File: src/include/fcl_consts.vh
// constants for the configuration loader
`ifndef FCL_CONSTS_VH
`define FCL_CONSTS_VH
`define FCL_CMD_WAKE      8'hab
`define FCL_CMD_FAST_READ 8'h0b
`define FCL_START_ADDR    24'h000000
`define FCL_DUMMY_BITS    8'h08
`define FCL_WAKE_WAIT_NS  30000
`define FCL_CLK_MHZ       50
`define FCL_MODE_ACTIVE   2'h0
`define FCL_MODE_PASSIVE  2'h1
`define FCL_MODE_JTAG     2'h2
`define FCL_MODE_MASK     2'h3
`endif

File: src/verilog/fcl_loader.v
// configuration loader: active flash, passive, jtag and mask sources
// Behaviour
// - rising config reset starts active loading
// - user mode only after full programming
// - received bits written into config memory
// - active mode device sequences, drives flash
// - active clock from internal oscillator divider
// - first flash command is wake-up
// - wait at least 30 us before read
// - fast read from address zero, sequential
// - jtag port loads configuration too
// - mask memory option replaces external flash
`timescale 1ns/1ns
`include "fcl_consts.vh"
module fcl_loader #(
  parameter IMAGE_BITS = 4096,  // bits in one image
  parameter DIV        = 4,     // oscillator to flash clock half period
  parameter WAKE_CYC   = (`FCL_WAKE_WAIT_NS * `FCL_CLK_MHZ + 999) / 1000
) (
  // clock and reset
  input  wire       clk,
  input  wire       rst_b,
  // mode straps and control pins
  input  wire [1:0] mode_sel,
  input  wire       config_reset_n,
  // flash link
  output reg        flash_sck,
  output reg        flash_cs_n,
  output reg        flash_mosi,
  input  wire       flash_miso,
  // passive target link
  input  wire       pas_clk,
  input  wire       pas_cs_n,
  input  wire       pas_data,
  // jtag load link
  input  wire       tck,
  input  wire       jtag_load_en,
  input  wire       tdi,
  // mask memory read port
  output reg  [31:0] mask_addr,
  input  wire        mask_data,
  // config memory write port
  output reg        cfg_we,
  output reg [31:0] cfg_addr,
  output reg        cfg_bit,
  // status
  output reg        config_done,
  output reg        user_mode
);
  localparam S_IDLE = 3'h0;  // waiting for reset release
  localparam S_WAKE = 3'h1;  // shifting wake command
  localparam S_WAIT = 3'h2;  // wake recovery
  localparam S_CMD  = 3'h3;  // shifting read command and address
  localparam S_DATA = 3'h4;  // streaming image bits
  localparam S_EXT  = 3'h5;  // passive, jtag or mask loading
  localparam S_DONE = 3'h6;  // user mode

  // first bit of each command is preset at select, so it settles before the first rise
  localparam [39:0] WAKE_WORD = {`FCL_CMD_WAKE, 32'h00000000};
  localparam [39:0] READ_WORD = {`FCL_CMD_FAST_READ, `FCL_START_ADDR, 8'h00};

  wire pcs_n_s;     // passive select, synced
  wire jen_s;       // jtag load enable, synced
  wire [2:0] syn;   // synced pins: crst, pclk, tck
  wire [2:0] rise;  // their rising edges
  wire [2:0] syd;   // synced data pins: pas_data, tdi, miso
  fcl_sync #(.W(3)) u_sync_ctl (
    .clk  (clk),
    .rst_b(rst_b),
    .din  ({config_reset_n, pas_clk, tck}),
    .dout (syn),
    .rise (rise)
  );
  fcl_sync #(.W(5)) u_sync_dat (
    .clk  (clk),
    .rst_b(rst_b),
    .din  ({pas_data, tdi, flash_miso, pas_cs_n, jtag_load_en}),
    .dout ({syd, pcs_n_s, jen_s}),
    .rise ()
  );

  reg [2:0]  st_q;     // state
  reg [1:0]  mode_q;   // strap caught at load start
  reg [15:0] div_q;    // oscillator divider
  reg [15:0] wait_q;   // wake wait counter
  reg [39:0] sh_q;     // outgoing command shifter
  reg [7:0]  nbit_q;   // bits left in command
  reg [31:0] cnt_q;    // image bits written

  wire tick = (div_q == DIV[15:0] - 16'h0001);  // flash clock toggle enable
  wire last = (cnt_q == IMAGE_BITS - 1);

  // oscillator divider, free running
  always @(posedge clk or negedge rst_b) begin
    if (!rst_b) div_q <= 16'h0000;
    else if (tick) div_q <= 16'h0000;
    else div_q <= div_q + 16'h0001;
  end

  // main sequencer
  always @(posedge clk or negedge rst_b) begin
    if (!rst_b) begin
      st_q <= S_IDLE;
      mode_q <= `FCL_MODE_ACTIVE;
      flash_sck <= 1'b0;
      flash_cs_n <= 1'b1;
      flash_mosi <= 1'b0;
      wait_q <= 16'h0000;
      sh_q <= 40'h0000000000;
      nbit_q <= 8'h00;
      cnt_q <= 32'h00000000;
      mask_addr <= 32'h00000000;
      cfg_we <= 1'b0;
      cfg_addr <= 32'h00000000;
      cfg_bit <= 1'b0;
      config_done <= 1'b0;
      user_mode <= 1'b0;
    end else begin
      cfg_we <= 1'b0;
      if (!syn[2]) begin  // config reset held low: abort and idle
        st_q <= S_IDLE;
        flash_cs_n <= 1'b1;
        flash_sck <= 1'b0;
        config_done <= 1'b0;
        user_mode <= 1'b0;
      end else case (st_q)
        S_IDLE: if (rise[2]) begin
          mode_q <= mode_sel;
          cnt_q <= 32'h00000000;
          mask_addr <= 32'h00000000;
          if (mode_sel == `FCL_MODE_ACTIVE) begin
            st_q <= S_WAKE;
            sh_q <= WAKE_WORD;
            flash_mosi <= WAKE_WORD[39];
            nbit_q <= 8'h08;
            flash_cs_n <= 1'b0;
          end else begin
            st_q <= S_EXT;
          end
        end
        S_WAKE, S_CMD: if (tick) begin  // mode 0: shift on falling sck
          flash_sck <= ~flash_sck;
          if (flash_sck) begin  // falling edge: next bit out, never at a rise
            flash_mosi <= sh_q[38];
            sh_q <= {sh_q[38:0], 1'b0};
            nbit_q <= nbit_q - 8'h01;
            if (nbit_q == 8'h01) begin
              if (st_q == S_WAKE) begin
                st_q <= S_WAIT;
                flash_cs_n <= 1'b1;
                wait_q <= 16'h0000;
              end else begin
                st_q <= S_DATA;
                nbit_q <= `FCL_DUMMY_BITS;  // dummy clocks before data
              end
            end
          end
        end
        S_WAIT: begin
          wait_q <= wait_q + 16'h0001;
          if (wait_q == WAKE_CYC[15:0]) begin
            st_q <= S_CMD;
            flash_cs_n <= 1'b0;
            sh_q <= READ_WORD;
            flash_mosi <= READ_WORD[39];
            nbit_q <= 8'h20;
          end
        end
        S_DATA: if (tick) begin
          flash_sck <= ~flash_sck;
          if (!flash_sck) begin  // sample on rising sck
            if (nbit_q != 8'h00) nbit_q <= nbit_q - 8'h01;
            else begin
              cfg_we <= 1'b1;
              cfg_bit <= syd[0];
              cfg_addr <= cnt_q;
              cnt_q <= cnt_q + 32'h00000001;  // sequential
              if (last) begin
                st_q <= S_DONE;
                flash_cs_n <= 1'b1;
                flash_sck <= 1'b0;  // park clock low with the deselect
              end
            end
          end
        end
        S_EXT: begin
          // mask memory: one bit per cycle, no external flash
          if (mode_q == `FCL_MODE_MASK) begin
            // data belongs to the address shown this cycle, so write it there
            cfg_we <= 1'b1;
            cfg_bit <= mask_data;
            cfg_addr <= mask_addr;
            if (mask_addr == IMAGE_BITS - 1) st_q <= S_DONE;
            else mask_addr <= mask_addr + 32'h00000001;
          end else if ((mode_q == `FCL_MODE_PASSIVE && rise[1] && !pcs_n_s) ||
                       (mode_q == `FCL_MODE_JTAG && rise[0] && jen_s)) begin
            cfg_we <= 1'b1;
            cfg_bit <= (mode_q == `FCL_MODE_JTAG) ? syd[1] : syd[2];
            cfg_addr <= cnt_q;
            cnt_q <= cnt_q + 32'h00000001;
            if (last) st_q <= S_DONE;
          end
        end
        S_DONE: begin
          config_done <= 1'b1;
          user_mode <= 1'b1;
        end
        default: st_q <= S_IDLE;
      endcase
    end
  end
endmodule // fcl_loader

File: src/verilog/fcl_sync.v
// two flip-flop synchroniser for pin inputs, with edge outputs
`timescale 1ns/1ns
module fcl_sync #(
  parameter W = 1  // number of bits
) (
  // clock and reset
  input  wire         clk,
  input  wire         rst_b,
  // async in, sync out
  input  wire [W-1:0] din,
  output wire [W-1:0] dout,
  output wire [W-1:0] rise
);
  reg [W-1:0] s1_q;  // first stage, read only by s2
  reg [W-1:0] s2_q;  // second stage
  reg [W-1:0] s3_q;  // delayed copy for edges

  // sample chain
  always @(posedge clk or negedge rst_b) begin
    if (!rst_b) begin
      s1_q <= {W{1'b0}};
      s2_q <= {W{1'b0}};
      s3_q <= {W{1'b0}};
    end else begin
      s1_q <= din;
      s2_q <= s1_q;
      s3_q <= s2_q;
    end
  end

  assign dout = s2_q;
  assign rise = s2_q & ~s3_q;  // edge from stable stages only
endmodule // fcl_sync

File: config.mk
export PLATFORM = sky130hd
export DESIGN_NAME = fcl_loader
export DESIGN_NICKNAME = d
export VERILOG_FILES = /design/src/verilog/fcl_loader.v /design/src/verilog/fcl_sync.v
export VERILOG_INCLUDE_DIRS = /design/src /design/src/include
export SDC_FILE = /design/constraint.sdc
export NUM_CORES = 1
export LEC_CHECK = 0
export BUFFER_PORTS_ARGS = -buffer_cell sky130_fd_sc_hd__buf_4
export CORE_MARGIN = 1
export CORE_UTILIZATION = 30
export DETAILED_ROUTE_END_ITERATION = 6
export HOLD_SLACK_MARGIN = 0.06
export MAX_ROUTING_LAYER = met4
export PLACE_DENSITY = 0.45
export SYNTH_ARGS = -nofsm -noshare
export SYNTH_HDL_FRONTEND = slang
export SYNTH_HIERARCHICAL = 1
export SYNTH_SLANG_ARGS = --single-unit
File: constraint.sdc
create_clock -name clk -period 2.82 [get_ports clk]
set_input_delay 0.564 -clock clk [delete_from_list [all_inputs] [get_ports clk]]
set_output_delay 0.564 -clock clk [all_outputs]
set_load 0.005 [all_outputs]
; ---- Word level (Yosys, flattened, before mapping)
; Index checks and enable logic that the tools add are counted.
; Widths: inputs -> output; s select.
[totals]
reg_bits = 205
input_bits = 13
[classes]
addsub = 5
eq_ne = 47
mux = 96
n_bitwise = 3
reduce_logical = 26
[op_table]
columns = cell, n
row1 = $mux 32, 13
row2 = $mux 39, 5
row3 = $pmux 32 s2, 2
row4 = $pmux 39 s3, 1
row5 = $pmux 32 s3, 1
row6 = $mux 16, 5
row7 = $mux 8, 10
row8 = $add 32x1->32 const B, 2
row9 = $eq 32x12->1 const B, 2
row10 = $mux 3, 15
row11 = $ne 3x3->1 const B, 13
row12 = $mux 1, 36
row13 = $ne 2x2->1 const B, 17
row14 = $add 16x1->16 const B, 2
row15 = $pmux 16 s2, 1
row16 = $pmux 8 s4, 1
row17 = $pmux 3 s6, 1
row18 = $eq 16x11->1 const B, 1
row19 = $eq 16x2->1 const B, 1
row20 = $reduce_and 12->1, 1
row21 = $reduce_and 6->1, 2
row22 = $reduce_and 11->1, 1
row23 = $reduce_and 10->1, 1
row24 = $eq 3x3->1 const B, 3
row25 = 28 further kinds, 40

; ---- Longest topological paths before layout
[logic_depth]
word_depth = 9
mapped_depth = 10
depth_no_buf = 8

; ---- Hierarchy
; The synthesis kept the hierarchy.
[by_module_without_submodules]
columns = module, n_inst, cells_per_inst, area_each_um2, seq_area_each_um2
row1 = fcl_loader, 1, 895, 8131.5, 3854.9
row2 = fcl_sync (u_sync_dat), 1, 20, 444.2, 375.4
row3 = fcl_sync (u_sync_ctl), 1, 12, 266.5, 225.2

; ---- Worst setup path before layout
; OpenSTA, ideal clock, no wires.
[synth_timing]
path_type = register to register
startpoint = register wait_q[9]
endpoint = register nbit_q[4]
setup_ns = 0.132
arrival_ns = 2.239
slack_ns = 0.449
stages_incl_launch_ff = 8
synth_period_minus_slack_ns = 2.371
cell_sequence = dfrtp_1 or4b_1 or4_4 a22oi_4 nand4_4 buf_6 o21ai_0 o41ai_2
[synth_via]
elab_chain_len = 3
[synth_rtl]
columns = item, line_no
row1 = from (decl), fcl_loader.v:85  ; reg [15:0] wait_q;
row2 = from (signal assigned), fcl_loader.v:160  ; wait_q <= wait_q + 16'h0001;
row3 = $eq 16x11->1, fcl_loader.v:161  ; if (wait_q == WAKE_CYC[15:0]) begin
row4 = $ne 2x2->1 (no line), n/a
row5 = $reduce_and 10->1 (no line), n/a
row6 = to (signal assigned), fcl_loader.v:146  ; nbit_q <= nbit_q - 8'h01;
row7 = to (signal assigned), fcl_loader.v:154  ; nbit_q <= `FCL_DUMMY_BITS;
row8 = to (signal assigned), fcl_loader.v:172  ; if (nbit_q != 8'h00) nbit_q <= nbit_q - 8'h01;
row9 = to (decl), fcl_loader.v:87  ; reg [7:0] nbit_q;
; No other way between the ends.
; A chain may end at the register's enable or synchronous reset.

; ---- Final worst setup path
[layout_timing]
startpoint = register wait_q[13]
endpoint = register nbit_q[4]
; The elaborated chain is that of the path after synthesis.

==> out/results.ini <==
[critical_path]
cp.arrival_ns=2.93
max_stage_delay_ns=0.55
worstSetupStartpointType=register
cp_num_buf_inv=0
critical_path.cell_chain=or4b_1, or4_4, a22oi_4, nand4_4, or2_4, o41ai_2
worstPathMaxFanout=13
cp_slowest_cell=or4_4
cp-end-kind=register
crit_required_ns=3.15
cp_top_family=simple AND/OR/NAND/NOR gates
path_class=register to register

[pwr]
p_seq_frac=0.400
p_leak_nw=4.57
clock_power_share=0.381
switching_share=0.311
p_comb_frac=0.219
peakVddDrop_uv=377
p_int_mw=4.86
switching_power_mw=2.19
p_per_area_mw_per_mm2=661

[placement]
port_buffers=83
dp_hpwl_um=16800
gp_congestion=0.815
place_ws_ns=0.212

[floorplanning]
die_x_um=172
rows=61
die-area_mm2=0.0295
die_h_um=172
initial_core_util=0.308
ios=84
coreArea_mm2=0.0281

[synthesis]
synth_cells=917
ys_warn_count=6
syn-cell-area_mm2=0.00865
synth_fp_nets=937
syn_area_per_cell_um2=9.43

[layout]
area_delta_synth_final_pct=23.4
final_cell_mix=172 x dfrtp_1, 123 x buf_4, 108 x nand2_1
multi_input_area_mm2=0.00410
diodes=0
drive_above_1_share=0.177
nFillCells=2925
fin_nets=1045
ff_latch_area_mm2=0.00433
final_common_cell=dfrtp_1

[sta]
setup-tns-final_ns=0
finalCritPeriodShare=0.923
relSlewSlack=0.499
maxSlewViolCount=0
skew_ns=0.0175
hold_violations=0
rsz0062_at_grt=false
setup_viol=0
timing.fmax_mhz=384
finalWorstSetupSlack_ns=0.217
worst_pin_slew_ns=0.752
fin_crit_ns=2.60

[clock_tree]
cts_tree=built
root_buffer=clkbuf_16
cts_buffers=17
clock_latency_ns=0.44
cts_setup_buffers=0
cts_buffer_depth=2
htree_levels=4
clk_pin_slew_ns=0.08
cts_sinks=173

[detailed_routing]
drc=0
totalWireLength_um=23300
first_pass_iters=5
wl_per_cell_um=16.5
drt-initial-drc-count=513
num_vias=7030
routed_via_density=4.96
drtAntennaViolNets=0

[global_route]
grt_remaining_overflow=0
grt_pass1_vias=6929
grt_max_degree=68
track_usage=0.172
grt_pass1_wl_um=38400
antenna_found_initial=0

[status]
outcome=complete, no violations

[flow_run]
cap_violations=0

[min_path]
min_path_type=input port to asynchronous set/reset pin

[stage by stage]
step | power (mW) | std cells | area [um^2] | utilization | hold slack, ns
6_report | 7.05 | 1416 | 10700 | 0.380 | 0.0861
5_1_grt | 7.45 | 1416 | 10700 | 0.380 | 0.0972
4_1_cts | 7.13 | 1416 | 10700 | 0.380 | 0.0934
3_5_place_dp | 4.41 | 1384 | 10000 | 0.356 | 0.335
3_3_place_gp | 4.42 | 1384 | 10000 | 0.356 | 0.334
2_1_floorplan | 3.78 | 917 | 8650 | - | 0.268
[layer usage]
| metal | up-vias | GRT usage | share of wire |
|---|---|---|---|
| li1 | 3497 | - | - |
| met1 | 3381 | 0.237 | 0.50 |
| met2 | 139 | 0.262 | 0.45 |
| met3 | 13 | 0.0306 | 0.040 |
| met4 | 0 | 0.0419 | 0.0098 |
| met5 | - | - | 0 |
[repair_timing]
action,4_1_cts,5_1_grt
endpoints found under the setup margin,0,1
resized for setup,0,1
hold buffers,0,0
[state kept, by name (all words and copies together), names as in the netlist, 2 cells and up]
| signal | flops |
|---|---|
| u_sync_ctl/s1_q | 3 |
| sh_q | 7 |
| u_sync_dat/dout | 5 |
| st_q | 3 |
| cnt_q | 32 |
| u_sync_dat/s1_q | 5 |
| u_sync_ctl/s3_q | 3 |
| div_q | 16 |
| mask_addr | 32 |
| nbit_q | 8 |
| cfg_addr | 32 |
| mode_q | 2 |
| u_sync_ctl/dout | 3 |
| wait_q | 16 |
[power groups by stage]
stage | Sequential (mW) | Clock [mW] | Combinational (mW)
finish | 2.82 | 2.68 | 1.54
detailed placement | 2.87 | 0 | 1.55
global route | 2.86 | 2.88 | 1.72
global placement | 2.87 | 0 | 1.56
CTS | 2.82 | 2.76 | 1.55
floorplan | 2.80 | 0 | 0.981
[final timing paths]
kind / slack (ns) / depth (start not counted) / start / end
setup / recovery: 0.22 / 6 / wait_q[13]$_DFFE_PN0P_ / nbit_q[4]$_DFFE_PN0P_
hold / removal: 0.09 / 1 / rst_b / mask_addr[19]$_DFFE_PN0P_
setup reg to reg: 0.22 / 6 / wait_q[13]$_DFFE_PN0P_ / nbit_q[4]$_DFFE_PN0P_
hold reg to reg: 0.35 / 0 / u_sync_dat/s1_q[1]$_DFF_PN0_ / u_sync_dat/dout[1]$_DFF_PN0_
max in group asynchronous: 1.97 / 2 / rst_b / flash_cs_n$_DFFE_PN1P_
min in group clk: 0.23 / 1 / jtag_load_en / u_sync_dat/s1_q[0]$_DFF_PN0_
[final cells by class]
| type | count | share of cell area |
|---|---|---|
| clock inverter | 14 | 0.0215 |
| sequential | 173 | 0.406 |
| tap | 378 | 0.0443 |
| multi-input combinational | 685 | 0.384 |
| inverter | 19 | 0.00669 |
| clock buffer | 18 | 0.0402 |
| timing repair buffer | 129 | 0.0970 |
Power figures use the tool's default switching activity.
